`config.mk`:
```
export PLATFORM = sky130hd
export DESIGN_NAME = pcg_gating
export DESIGN_NICKNAME = d
export VERILOG_FILES = /design/src/pcg_pkg.sv /design/src/pcg_gating.sv /design/src/pcg_vhz_curve.sv
export SDC_FILE = /design/constraint.sdc
export NUM_CORES = 2
export LEC_CHECK = 0
export ABC_AREA = 1
export ABC_CLOCK_PERIOD_IN_PS = 160900
export BUFFER_PORTS_ARGS = -buffer_cell sky130_fd_sc_hd__clkbuf_2
export CAP_MARGIN = 20
export CORE_MARGIN = 4
export CORE_UTILIZATION = 28
export CTS_BUF_LIST = sky130_fd_sc_hd__clkbuf_8
export DETAILED_ROUTE_END_ITERATION = 8
export PLACE_DENSITY = 0.47
export SYNTH_ARGS = -nofsm -noshare
export SYNTH_HDL_FRONTEND = slang
export SYNTH_SLANG_ARGS = --single-unit
```
`constraint.sdc`:
```
create_clock -name pclk -period 160.9 [get_ports pclk]
set_input_delay 8.045 -clock pclk [delete_from_list [all_inputs] [get_ports pclk]]
set_output_delay 8.045 -clock pclk [all_outputs]
set_load 0.01 [all_outputs]
```
`src/pcg_pkg.sv`:
```
// Shared constants and types of the port command gating block.
// Assumes a single pclk domain and an APB master with 32-bit data.
// Notes on behaviour
// - A mask bit of 1 passes that port's command; 0 blocks it.
// - Write mask decides which ports may change parameters; others refused.
// - New write mask applies on reset, drive reset, or security bit fall; reset loads RST_MASK into both write masks instead.
// - Control mask 0 blocks all control functions from a port except stop.
// - Start commands pass only from ports set in the start mask.
// - Jog requests pass only from ports set in the jog mask.
// - Direction commands pass only from ports set in the direction mask.
// - Fault clears pass only from ports set in the fault-clear mask.
// - Bits 0,1,2,3,5,7 are terminal, panel, external, auxiliary, adapter, ctrl.
// - Mode codes 0..4: vector, vector thermal, magnet, volts-hertz, test.
// - Direction test step forces the mode selector to test by itself.
// - Default volts-hertz curve is a line from zero to rated point.
// - Curve shaped by three programmable points joined by linear segments.
// - At low speed, not accelerating, boost drops to the run boost level.
package pcg_pkg;

   localparam int NPORTS = 8;

   // Register byte offsets.
   localparam logic [7:0] OFS_WRITE_PEND  = 8'h00;
   localparam logic [7:0] OFS_WRITE_ACT   = 8'h04;
   localparam logic [7:0] OFS_CONTROL     = 8'h08;
   localparam logic [7:0] OFS_START       = 8'h0C;
   localparam logic [7:0] OFS_INCH        = 8'h10;
   localparam logic [7:0] OFS_ROTATION    = 8'h14;
   localparam logic [7:0] OFS_ERR_CLEAR   = 8'h18;
   localparam logic [7:0] OFS_ALGORITHM   = 8'h1C;
   localparam logic [7:0] OFS_START_BOOST = 8'h20;
   localparam logic [7:0] OFS_RUN_BOOST   = 8'h24;
   localparam logic [7:0] OFS_BREAK_VOLT  = 8'h28;
   localparam logic [7:0] OFS_BREAK_FREQ  = 8'h2C;
   localparam logic [7:0] OFS_RATED_VOLT  = 8'h30;
   localparam logic [7:0] OFS_RATED_FREQ  = 8'h34;
   localparam logic [7:0] OFS_STATUS      = 8'h38;
   localparam logic [7:0] OFS_VOLTAGE     = 8'h3C;

   // Source bit positions inside every mask, and the security bit of the active write mask.
   localparam int BIT_TERMINAL   = 0;
   localparam int BIT_PANEL      = 1;
   localparam int BIT_EXTERNAL   = 2;
   localparam int BIT_AUXILIARY  = 3;
   localparam int BIT_ADAPTER    = 5;
   localparam int BIT_CONTROLLER = 7;
   localparam int BIT_SECURITY   = 15;

   // Bits that name a real source; all others are reserved.
   localparam logic [15:0] SOURCE_BITS = 16'h00AF;

   // Reset values.
   localparam logic [15:0] RST_MASK        = 16'h00AF;
   localparam logic [15:0] RST_START_BOOST = 16'h0000;
   localparam logic [15:0] RST_RUN_BOOST   = 16'h0000;
   localparam logic [15:0] RST_BREAK_VOLT  = 16'h0000;
   localparam logic [15:0] RST_BREAK_FREQ  = 16'h0000;
   localparam logic [15:0] RST_RATED_VOLT  = 16'h0190;
   localparam logic [15:0] RST_RATED_FREQ  = 16'h003C;

   // Motor control algorithm codes.
   typedef enum logic [2:0] {
      MODE_VECTOR  = 3'h0,
      MODE_THERMAL = 3'h1,
      MODE_MAGNET  = 3'h2,
      MODE_VHZ     = 3'h3,
      MODE_TEST    = 3'h4
   } pcg_mode_t;

   // One port's command word.
   typedef struct packed {
      logic stop;
      logic start;
      logic jog;
      logic fwd;
      logic rev;
      logic fclr;
      logic wr;
   } pcg_cmd_t;

   // Volts-hertz curve settings handed to the curve module.
   typedef struct packed {
      logic [15:0] start_boost;
      logic [15:0] run_boost;
      logic [15:0] break_volt;
      logic [15:0] break_freq;
      logic [15:0] rated_volt;
      logic [15:0] rated_freq;
   } pcg_curve_t;

endpackage

```
`src/pcg_gating.sv`:
```
// Port command gating top: permission masks, mode selector, curve setup.
// Assumes command words arrive synchronous to pclk and APB drives access.
module pcg_gating #(
   parameter int NPORTS = pcg_pkg::NPORTS
) (
   input  wire logic                           pclk,
   input  wire logic                           presetn,
   input  wire logic                           psel,
   input  wire logic                           penable,
   input  wire logic                           pwrite,
   input  wire logic [7:0]                     paddr,
   input  wire logic [31:0]                    pwdata,
   output logic      [31:0]                    prdata,
   output logic                                pready,
   output logic                                pslverr,
   input  wire pcg_pkg::pcg_cmd_t [NPORTS-1:0] port_cmd,
   input  wire logic                           drive_reset,
   input  wire logic                           direction_test,
   input  wire logic                           accelerating,
   input  wire logic [15:0]                    out_freq,
   output logic                                cmd_stop,
   output logic                                cmd_start,
   output logic                                cmd_jog,
   output logic                                cmd_fwd,
   output logic                                cmd_rev,
   output logic                                cmd_fault_clear,
   output logic      [NPORTS-1:0]              write_grant,
   output logic      [NPORTS-1:0]              write_refuse,
   output logic      [2:0]                     drive_mode,
   output logic      [15:0]                    vhz_voltage
);

   // Software-facing registers.
   logic [15:0] write_pend_reg;
   logic [15:0] write_act_reg;
   logic [15:0] control_reg;
   logic [15:0] start_reg;
   logic [15:0] inch_reg;
   logic [15:0] rotation_reg;
   logic [15:0] err_clear_reg;
   logic [2:0]  algorithm_reg;
   logic [NPORTS-1:0] refused_reg;
   pcg_pkg::pcg_curve_t curve_reg;

   // Bus decode.
   logic        wr_en;
   logic        setup;
   logic        mapped;
   logic [31:0] rd_next;
   logic [7:0]  waddr;

   // Per-port gated requests.
   logic [NPORTS-1:0] pass_stop;
   logic [NPORTS-1:0] pass_start;
   logic [NPORTS-1:0] pass_jog;
   logic [NPORTS-1:0] pass_fwd;
   logic [NPORTS-1:0] pass_rev;
   logic [NPORTS-1:0] pass_fclr;
   logic [NPORTS-1:0] pass_wr;
   logic [NPORTS-1:0] req_wr;
   logic              fwd_any;
   logic              rev_any;
   logic              sec_fall;

   // Reserved bits never pass, whatever software wrote into a mask.
   function automatic logic usable(input logic [15:0] m, input int p);
      usable = m[p] && pcg_pkg::SOURCE_BITS[p];
   endfunction

   // Any address outside the map answers with an error.
   function automatic logic is_mapped(input logic [7:0] a);
      is_mapped = (a[1:0] == 2'b00) && (a <= pcg_pkg::OFS_VOLTAGE);
   endfunction

   assign setup = psel && !penable;
   assign wr_en = psel && penable && pready && pwrite && !pslverr;
   assign waddr = paddr;
   assign mapped = is_mapped(paddr);

   // The slave answers one cycle after setup; data and error are
   // prepared during setup so that both come straight from flip-flops.
   always_ff @(posedge pclk or negedge presetn) begin
      if (!presetn) begin
         pready  <= 1'b0;
         pslverr <= 1'b0;
      end else begin
         pready  <= setup;
         pslverr <= setup && !mapped;
      end
   end

   // Read multiplexer; the data stand through the access phase.
   always_comb begin
      rd_next = 32'h00000000;
      unique case (paddr)
         pcg_pkg::OFS_WRITE_PEND:  rd_next[15:0] = write_pend_reg;
         pcg_pkg::OFS_WRITE_ACT:   rd_next[15:0] = write_act_reg;
         pcg_pkg::OFS_CONTROL:     rd_next[15:0] = control_reg;
         pcg_pkg::OFS_START:       rd_next[15:0] = start_reg;
         pcg_pkg::OFS_INCH:        rd_next[15:0] = inch_reg;
         pcg_pkg::OFS_ROTATION:    rd_next[15:0] = rotation_reg;
         pcg_pkg::OFS_ERR_CLEAR:   rd_next[15:0] = err_clear_reg;
         pcg_pkg::OFS_ALGORITHM:   rd_next[2:0]  = algorithm_reg;
         pcg_pkg::OFS_START_BOOST: rd_next[15:0] = curve_reg.start_boost;
         pcg_pkg::OFS_RUN_BOOST:   rd_next[15:0] = curve_reg.run_boost;
         pcg_pkg::OFS_BREAK_VOLT:  rd_next[15:0] = curve_reg.break_volt;
         pcg_pkg::OFS_BREAK_FREQ:  rd_next[15:0] = curve_reg.break_freq;
         pcg_pkg::OFS_RATED_VOLT:  rd_next[15:0] = curve_reg.rated_volt;
         pcg_pkg::OFS_RATED_FREQ:  rd_next[15:0] = curve_reg.rated_freq;
         pcg_pkg::OFS_STATUS:      rd_next[NPORTS-1:0] = refused_reg;
         pcg_pkg::OFS_VOLTAGE:     rd_next[15:0] = vhz_voltage;
         default:                  rd_next = 32'h00000000;
      endcase
   end

   always_ff @(posedge pclk or negedge presetn) begin
      if (!presetn) begin
         prdata <= 32'h00000000;
      end else if (setup) begin
         prdata <= (pwrite || !mapped) ? 32'h00000000 : rd_next;
      end
   end

   // Command masks written by software take effect at once.
   always_ff @(posedge pclk or negedge presetn) begin
      if (!presetn) begin
         control_reg   <= pcg_pkg::RST_MASK;
         start_reg     <= pcg_pkg::RST_MASK;
         inch_reg      <= pcg_pkg::RST_MASK;
         rotation_reg  <= pcg_pkg::RST_MASK;
         err_clear_reg <= pcg_pkg::RST_MASK;
      end else if (wr_en) begin
         unique case (waddr)
            pcg_pkg::OFS_CONTROL:   control_reg   <= pwdata[15:0];
            pcg_pkg::OFS_START:     start_reg     <= pwdata[15:0];
            pcg_pkg::OFS_INCH:      inch_reg      <= pwdata[15:0];
            pcg_pkg::OFS_ROTATION:  rotation_reg  <= pwdata[15:0];
            pcg_pkg::OFS_ERR_CLEAR: err_clear_reg <= pwdata[15:0];
            default: ;
         endcase
      end
   end

   // Curve settings; the defaults give one straight line to rated.
   always_ff @(posedge pclk or negedge presetn) begin
      if (!presetn) begin
         curve_reg.start_boost <= pcg_pkg::RST_START_BOOST;
         curve_reg.run_boost   <= pcg_pkg::RST_RUN_BOOST;
         curve_reg.break_volt  <= pcg_pkg::RST_BREAK_VOLT;
         curve_reg.break_freq  <= pcg_pkg::RST_BREAK_FREQ;
         curve_reg.rated_volt  <= pcg_pkg::RST_RATED_VOLT;
         curve_reg.rated_freq  <= pcg_pkg::RST_RATED_FREQ;
      end else if (wr_en) begin
         unique case (waddr)
            pcg_pkg::OFS_START_BOOST:
               curve_reg.start_boost <= pwdata[15:0];
            pcg_pkg::OFS_RUN_BOOST:  curve_reg.run_boost  <= pwdata[15:0];
            pcg_pkg::OFS_BREAK_VOLT: curve_reg.break_volt <= pwdata[15:0];
            pcg_pkg::OFS_BREAK_FREQ: curve_reg.break_freq <= pwdata[15:0];
            pcg_pkg::OFS_RATED_VOLT: curve_reg.rated_volt <= pwdata[15:0];
            pcg_pkg::OFS_RATED_FREQ: curve_reg.rated_freq <= pwdata[15:0];
            default: ;
         endcase
      end
   end

   // The pending write mask is only staged here; it does not gate yet.
   always_ff @(posedge pclk or negedge presetn) begin
      if (!presetn) begin
         write_pend_reg <= pcg_pkg::RST_MASK;
      end else if (wr_en && waddr == pcg_pkg::OFS_WRITE_PEND) begin
         write_pend_reg <= pwdata[15:0];
      end
   end

   // Only the security bit of the active mask is writable; clearing it
   // after setting it is the software path to adopt the staged mask.
   assign sec_fall = wr_en && waddr == pcg_pkg::OFS_WRITE_ACT &&
                     write_act_reg[pcg_pkg::BIT_SECURITY] &&
                     !pwdata[pcg_pkg::BIT_SECURITY];

   always_ff @(posedge pclk or negedge presetn) begin
      if (!presetn) begin
         write_act_reg <= pcg_pkg::RST_MASK;
      end else if (drive_reset || sec_fall) begin
         write_act_reg <= {1'b0, write_pend_reg[14:0]};
      end else if (wr_en && waddr == pcg_pkg::OFS_WRITE_ACT) begin
         write_act_reg[pcg_pkg::BIT_SECURITY] <=
            pwdata[pcg_pkg::BIT_SECURITY];
      end
   end

   // Commissioning forces test mode and leaves it there afterwards,
   // so software sees which algorithm is really running.
   always_ff @(posedge pclk or negedge presetn) begin
      if (!presetn) begin
         algorithm_reg <= pcg_pkg::MODE_VECTOR;
      end else if (direction_test) begin
         algorithm_reg <= pcg_pkg::MODE_TEST;
      end else if (wr_en && waddr == pcg_pkg::OFS_ALGORITHM &&
                   pwdata[2:0] <= pcg_pkg::MODE_TEST) begin
         algorithm_reg <= pwdata[2:0];
      end
   end

   // Per-port valves for each command type except stop, which always passes.
   genvar p;
   generate
      for (p = 0; p < NPORTS; p++) begin : g_port
         logic ctl_ok;
         assign ctl_ok = usable(control_reg, p);
         assign pass_stop[p]  = port_cmd[p].stop;
         assign pass_start[p] = port_cmd[p].start && ctl_ok &&
                                usable(start_reg, p);
         assign pass_jog[p]   = port_cmd[p].jog && ctl_ok &&
                                usable(inch_reg, p);
         assign pass_fwd[p]   = port_cmd[p].fwd && ctl_ok &&
                                usable(rotation_reg, p);
         assign pass_rev[p]   = port_cmd[p].rev && ctl_ok &&
                                usable(rotation_reg, p);
         assign pass_fclr[p]  = port_cmd[p].fclr && ctl_ok &&
                                usable(err_clear_reg, p);
         assign req_wr[p]     = port_cmd[p].wr;
         assign pass_wr[p]    = port_cmd[p].wr &&
                                usable(write_act_reg, p);
      end
   endgenerate

   assign fwd_any = |pass_fwd;
   assign rev_any = |pass_rev;

   // Gated commands toward the drive; opposing directions cancel, since
   // guessing a winner could reverse a load nobody asked to reverse.
   always_ff @(posedge pclk or negedge presetn) begin
      if (!presetn) begin
         cmd_stop        <= 1'b0;
         cmd_start       <= 1'b0;
         cmd_jog         <= 1'b0;
         cmd_fwd         <= 1'b0;
         cmd_rev         <= 1'b0;
         cmd_fault_clear <= 1'b0;
      end else begin
         cmd_stop        <= |pass_stop;
         cmd_start       <= |pass_start && !(|pass_stop);
         cmd_jog         <= |pass_jog;
         cmd_fwd         <= fwd_any && !rev_any;
         cmd_rev         <= rev_any && !fwd_any;
         cmd_fault_clear <= |pass_fclr;
      end
   end

   // Parameter write grants and refusals for each port.
   always_ff @(posedge pclk or negedge presetn) begin
      if (!presetn) begin
         write_grant  <= '0;
         write_refuse <= '0;
      end else begin
         write_grant  <= pass_wr;
         write_refuse <= req_wr & ~pass_wr;
      end
   end

   // Sticky refusal record; a new refusal beats a clear in one cycle.
   always_ff @(posedge pclk or negedge presetn) begin
      if (!presetn) begin
         refused_reg <= '0;
      end else if (wr_en && waddr == pcg_pkg::OFS_STATUS) begin
         refused_reg <= (refused_reg & ~pwdata[NPORTS-1:0]) |
                        (req_wr & ~pass_wr);
      end else begin
         refused_reg <= refused_reg | (req_wr & ~pass_wr);
      end
   end

   // Mode output follows the selector.
   always_ff @(posedge pclk or negedge presetn) begin
      if (!presetn) begin
         drive_mode <= pcg_pkg::MODE_VECTOR;
      end else begin
         drive_mode <= algorithm_reg;
      end
   end

   // Curve runs only in volts-hertz mode.
   pcg_vhz_curve u_curve (
      .pclk         (pclk),
      .presetn      (presetn),
      .enable       (algorithm_reg == pcg_pkg::MODE_VHZ),
      .accelerating (accelerating),
      .freq         (out_freq),
      .curve        (curve_reg),
      .voltage      (vhz_voltage)
   );

endmodule // pcg_gating

```
`src/pcg_vhz_curve.sv`:
```
// Volts-hertz curve generator: turns an output frequency into a voltage.
// Assumes frequency and settings are stable over a few pclk cycles.
module pcg_vhz_curve (
   input  wire logic               pclk,
   input  wire logic               presetn,
   input  wire logic               enable,
   input  wire logic               accelerating,
   input  wire logic [15:0]        freq,
   input  wire pcg_pkg::pcg_curve_t curve,
   output logic      [15:0]        voltage
);

   logic [15:0] boost;
   logic [15:0] v0;
   logic [15:0] v1;
   logic [15:0] f0;
   logic [15:0] f1;
   logic [15:0] v_next;

   // Linear step between two points; a flat segment gives its start.
   function automatic logic [15:0] interp(
      input logic [15:0] va, input logic [15:0] vb,
      input logic [15:0] fa, input logic [15:0] fb,
      input logic [15:0] f);
      logic signed [17:0] dv;
      logic signed [33:0] prod;
      logic signed [33:0] span;
      dv = $signed({2'b00, vb}) - $signed({2'b00, va});
      prod = dv * $signed({18'h00000, f - fa});
      span = $signed({18'h00000, fb - fa});
      if (fb <= fa) begin
         interp = va;
      end else begin
         interp = 16'(34'($signed({18'h00000, va}) + prod / span));
      end
   endfunction

   // The starting point drops to run boost once acceleration ends.
   always_comb begin
      boost = accelerating ? curve.start_boost : curve.run_boost;
      if (freq < curve.break_freq) begin
         v0 = boost;
         f0 = 16'h0000;
         v1 = curve.break_volt;
         f1 = curve.break_freq;
      end else begin
         v0 = (curve.break_freq == 16'h0000) ? boost : curve.break_volt;
         f0 = curve.break_freq;
         v1 = curve.rated_volt;
         f1 = curve.rated_freq;
      end
      if (freq >= curve.rated_freq) begin
         v_next = curve.rated_volt;
      end else begin
         v_next = interp(v0, v1, f0, f1, freq);
      end
   end

   // Output is held at zero outside volts-hertz operation.
   always_ff @(posedge pclk or negedge presetn) begin
      if (!presetn) begin
         voltage <= 16'h0000;
      end else begin
         voltage <= enable ? v_next : 16'h0000;
      end
   end

endmodule // pcg_vhz_curve
```
; After elaboration in Yosys (flattened, before gate mapping)
; Cells that the tools add are included.
[classes]
muxes = 18
n_mul = 1
bitwise = 6
addsub = 4
reduce_logical = 114
eq_ne = 16
order_cmp = 5
n_div = 1
[ops]
columns = operator, count
row1 = $mux W16, 10
row2 = $pmux W8 S14, 1
row3 = $logic_and A1 B1 Y1, 83
row4 = $pmux W5 S15, 1
row5 = $eq A8 B6 Y1 const B, 8
row6 = $pmux W3 S16, 1
row7 = $div A34 B17 Y34, 1
row8 = $mul A17 B17 Y34, 1
row9 = $eq A8 B5 Y1 const B, 4
row10 = $sub A16 B16 Y16, 2
row11 = $reduce_or A6 Y1, 5
row12 = $reduce_and A2 Y1, 11
row13 = $sub A16 B16 Y17, 1
row14 = $add A16 B16 Y16, 1
row15 = $and A8 B8 Y8, 2
row16 = $eq A8 B4 Y1 const B, 2
row17 = $ge A16 B16 Y1, 1
row18 = $le A16 B16 Y1, 1
row19 = $logic_not A16 Y1, 1
row20 = $lt A16 B16 Y1, 1
row21 = $not A8 Y8, 2
row22 = $or A8 B8 Y8, 2
row23 = $eq A8 B3 Y1 const B, 1
row24 = $le A8 B6 Y1 const B, 1
row25 = other kinds (11), 21
[word_totals]
out_inout_bits = 75
elab_cells = 194
input_bits = 120
regBits = 292

; Logic depth before layout (Yosys ltp)
[logic_depth]
depth_word = 10
depth_mapped = 773
depth_no_buf = 719

; Hierarchy
; From an unflattened synthesis, not the netlist that was laid out.
[unflattened]
cells_unflattened = 8790
area_unflattened_um2 = 58175.8
[by_module_without_submodules]
columns = module, cells_each, area_each_um2, seq_area_each_um2, instances
row1 = pcg_vhz_curve, 7265, 46029.1, 400.4, 1
row2 = pcg_gating, 1525, 12146.6, 6567.5, 1

; Worst setup path before layout
; OpenSTA, ideal clock, no wires.
[synth_path]
path_type = input to register
from = in out_freq[1]
to = reg u_curve.voltage[15]
slack_ns = 47.450
cell_stages = 748
setup_ns = 0.113
t_arrival_ns = 113.337
path_buffers = 56
required_ns = 160.787
path_cell_list = ha_1 a21boi_0 o211ai_1 nand2_1 a21oi_1 nor2_1 o21a_1 o21a_1 o21ai_0 nand2_1 o41ai_1 clkbuf_8 o21ai_0 inv_1 ha_1 inv_1 fa_1 a21o_1 [... 712 more ...] o21bai_1 a21oi_1 o21ai_0 a21oi_1 o21ai_0 nand3_1 nand2_1 nand2_1 nand2_1 a21oi_1 xnor2_1 inv_1 nand3_1 nand3_1 nand2_1 nand3_1 nand2_1 inv_1
[synth_via]
elab_chain_cells = 9
word_cells_on_any_way = 16
cone_classes = add/sub (4) / mul (1) / div (1) / order compare (3) / mux (7)
[synth_rtl]
columns = item, line_no
row1 = start: declaration, pcg_gating.sv:20  ; input wire logic [15:0] out_freq,
row2 = $lt A16 B16 Y1, pcg_vhz_curve.sv:41  ; if (freq < curve.break_freq) begin
row3 = $mux W16, pcg_vhz_curve.sv:41
row4 = $sub A16 B16 Y17 / $sub A16 B16 Y16 (equally long branches), "pcg_vhz_curve.sv:28, pcg_vhz_curve.sv:29"
row5 = $mul A17 B17 Y34, pcg_vhz_curve.sv:29  ; prod = dv * $signed({18'h00000, f - fa});
row6 = $div A34 B17 Y34, pcg_vhz_curve.sv:34  ; interp = 16'(34'($signed({18'h00000, va}) + prod / span));
row7 = $add A16 B16 Y16, pcg_vhz_curve.sv:34
row8 = $mux W16, pcg_vhz_curve.sv:31  ; if (fb <= fa) begin
row9 = $mux W16 (*), pcg_vhz_curve.sv:52  ; if (freq >= curve.rated_freq) begin
row10 = $mux W16 (*), pcg_vhz_curve.sv:64  ; voltage <= enable ? v_next : 16'h0000;
row11 = end signal: assignment, pcg_vhz_curve.sv:64
row12 = end: declaration, pcg_vhz_curve.sv:10  ; output logic [15:0] voltage
; Every way passes the cells marked *; elsewhere a longest branch is shown, timed or not.
; A chain may end at the register's enable or synchronous reset.

; Final worst setup path
; Same ends and word-level chain as after synthesis.

==> metrics.txt <==
reg-to-reg endpoint u_curve.voltage[15]; setup tns final 0 ns; first-pass GRT wire length 307000 um; commonest non-fill, non-tap cell in the layout nand2_1; CP Class in2reg; worst r2r src curve_reg[33]; Hold Path Depth 0; final instance area 62300 um^2; Adder-Cell Fraction of Synth Area 23.1%; max reg flops 96; Post-CTS Setup Inserts 0; Post-DRT Antenna Nets 0; sequential element share of the synthesized area 12.1%; cells after synthesis 8764; largest net degree at the start of global routing 172; Pre-antenna DRT Iters 6; endpoints failing setup 0; Hold Crit Class reg2reg; root buf cell clkbuf_8; Least-Margin Pin Slew 1.08 ns; CTS tree built; PortBufs 150; mux contribution to synthesized area 0.172%; Die Y-Extent 461 um; WHS Endpoint drive_mode[2]; critical path arrival 133.51 ns; largest family of logic cells by synthesized area simple AND/OR/NAND/NOR gates; io pins 195; CTS H-tree depth 2; Async SR Flop Fraction 100%; GRT Util Overall 17.8%; Tmin final 132.99 ns; GRT overflow 0; outcome completed; Hold Fails Final Rpt 0; # diodes 0; number of DRC markers in iteration 0 3789; #FFs+latches synth 276; HP Start algorithm_reg[2]; startpoint types primary input; simple-gate share of the synthesized area 31.2%; Cell Area, Synth 57600 um^2; post-synthesis compound-gate area fraction 15.3%; vias 56300; CP most frequent cell a21oi_1; core area 205000 um^2; Fmax 7.52 MHz; # resized after CTS 0; post-synth cell types 89; crit path max fanout 56; Avg WL per Cell 16.7 um; Tcrit/Tclk final 82.7%; CTS Buf Count 50; final WL 193000 um; Multi-input gate area 43800 um^2; Syn. warnings 0; CP endpoint kind flip-flop; Post-Place Setup Slack 27.47 ns; final setup margin 27.91 ns; flop2flop setup slack 34.93 ns; layout cell share with drive strength beyond 1 9.79%; most frequent cells in the layout nand2_1 (2092), inv_1 (1471), o21ai_0 (691), nor2_1 (659), ha_1 (609); GPL Wtd Cong 0.888; antenna violations before repair 7; Clock Latency Late Sink 0.65 ns; R2R depth 697; Data required, critical path 161.43 ns; slowest CP cell a21oi_1; fill cell count 22600; CTS Sinks 276; CTS Buffer Depth 3; nets 9861; Post-CTS Hold Fix Bufs 0; Post-synth EDFFs 0; Initial Util 28.1%; DRC viols 0; Critical Path Max Stage Delay 0.77 ns; post-route clock skew 0.0518 ns; DIE AREA 213000 um^2; Slew headroom 27.6%; Synth-to-Final Area Change 8.18%; Post-DP Area 61200 um^2; row cnt 166; RSZ-0062 raised after global routing no; area occupied by registers 6970 um^2; Synth Area in XOR/XNOR 5.96%; max cap viols 0; syn avg cell area 6.57 um^2; DR vias/cell 4.87; die width 461 um; Slew Viols, Final 0; Post-DP HPWL 160000 um; vias in the first global route 54900; ys flop type dfrtp_1; Clock transition at path regs 0.06 ns
-- cell usage after synthesis (all sizes together) (51+ instances only) --
master     n  area [um^2]
fa       283         5670
o21bai    51          387
a21oi    508         2560
o21ai    728         3700
inv     1492         5610
clkbuf   159          717
nor3      79          427
nand3    478         2950
nor2     754         3250
dfrtp    227         5680
or2       68          425
buf       51          527
nand2   2257         9120
xor2     255         2230
ha       610         7630
nand4    184         1260
xnor2    137         1200
-- layer usage --
| metal | routed length, um | track usage [%] |
|---|---|---|
| met1 | 93100 | 25.1 |
| met2 | 88100 | 30.1 |
| met3 | 9110 | 1.56 |
| met4 | 2930 | 2.77 |
| met5 | 0 | 0 |
-- worst max path at each step --
| stage | startpoint | to | slack [ns] | depth (start not counted) |
|---|---|---|---|---|
| global placement | out_freq[1] | u_curve.voltage[15] | 29.19 | 700 |
| global route | out_freq[1] | u_curve.voltage[15] | 13.21 | 693 |
| finish | out_freq[1] | u_curve.voltage[15] | 27.91 | 697 |
| CTS | out_freq[1] | u_curve.voltage[15] | 27.80 | 697 |
| floorplan | out_freq[1] | u_curve.voltage[15] | 47.45 | 1176 |
| detailed placement | out_freq[1] | u_curve.voltage[15] | 27.47 | 698 |
-- worst max-delay path: cells and delay by family --
kind | cells | cell delay, ns
adders and majority gates | 45 | 15.93
buffers and inverters | 151 | 19.99
and+or+nand+nor | 225 | 30.46
AOI/OAI and AO/OA | 274 | 57.98
xor gates and xnor gates | 2 | 0.42
-- cells by family (layout without fill, tap and decap cells) --
| logic type | Yosys count | in the layout |
|---|---|---|
| flops | 276 | 276 |
| fa+ha+maj | 893 | 893 |
| compound gates | 1556 | 1556 |
| buf+inv | 1740 | 1845 |
| mux | 9 | 9 |
| xor+xnor | 392 | 392 |
| simple gates | 3897 | 3897 |
| other cells | 1 | 18 |
-- layout make-up --
class,count,area share (%)
well taps,2688,5.40
clock inverters,32,0.235
clock buffers,58,1.28
multi-input cells,6765,70.3
repair buffers,227,2.34
flip-flops and latches,276,11.2
inverters,1528,9.24
-- per-stage QoR --
step | cells | hold WS, ns | utilization (%)
2_1_floorplan | 8781 | 0.354 | -
3_3_place_gp | 11500 | 0.364 | 29.9
3_5_place_dp | 11500 | 0.366 | 29.9
4_1_cts | 11600 | 0.380 | 30.4
5_1_grt | 11600 | 0.403 | 30.4
6_report | 11600 | 0.376 | 30.4
Power is not shown: default switching activity piles up to over one toggle a cycle in this logic, so the estimate is an artifact.
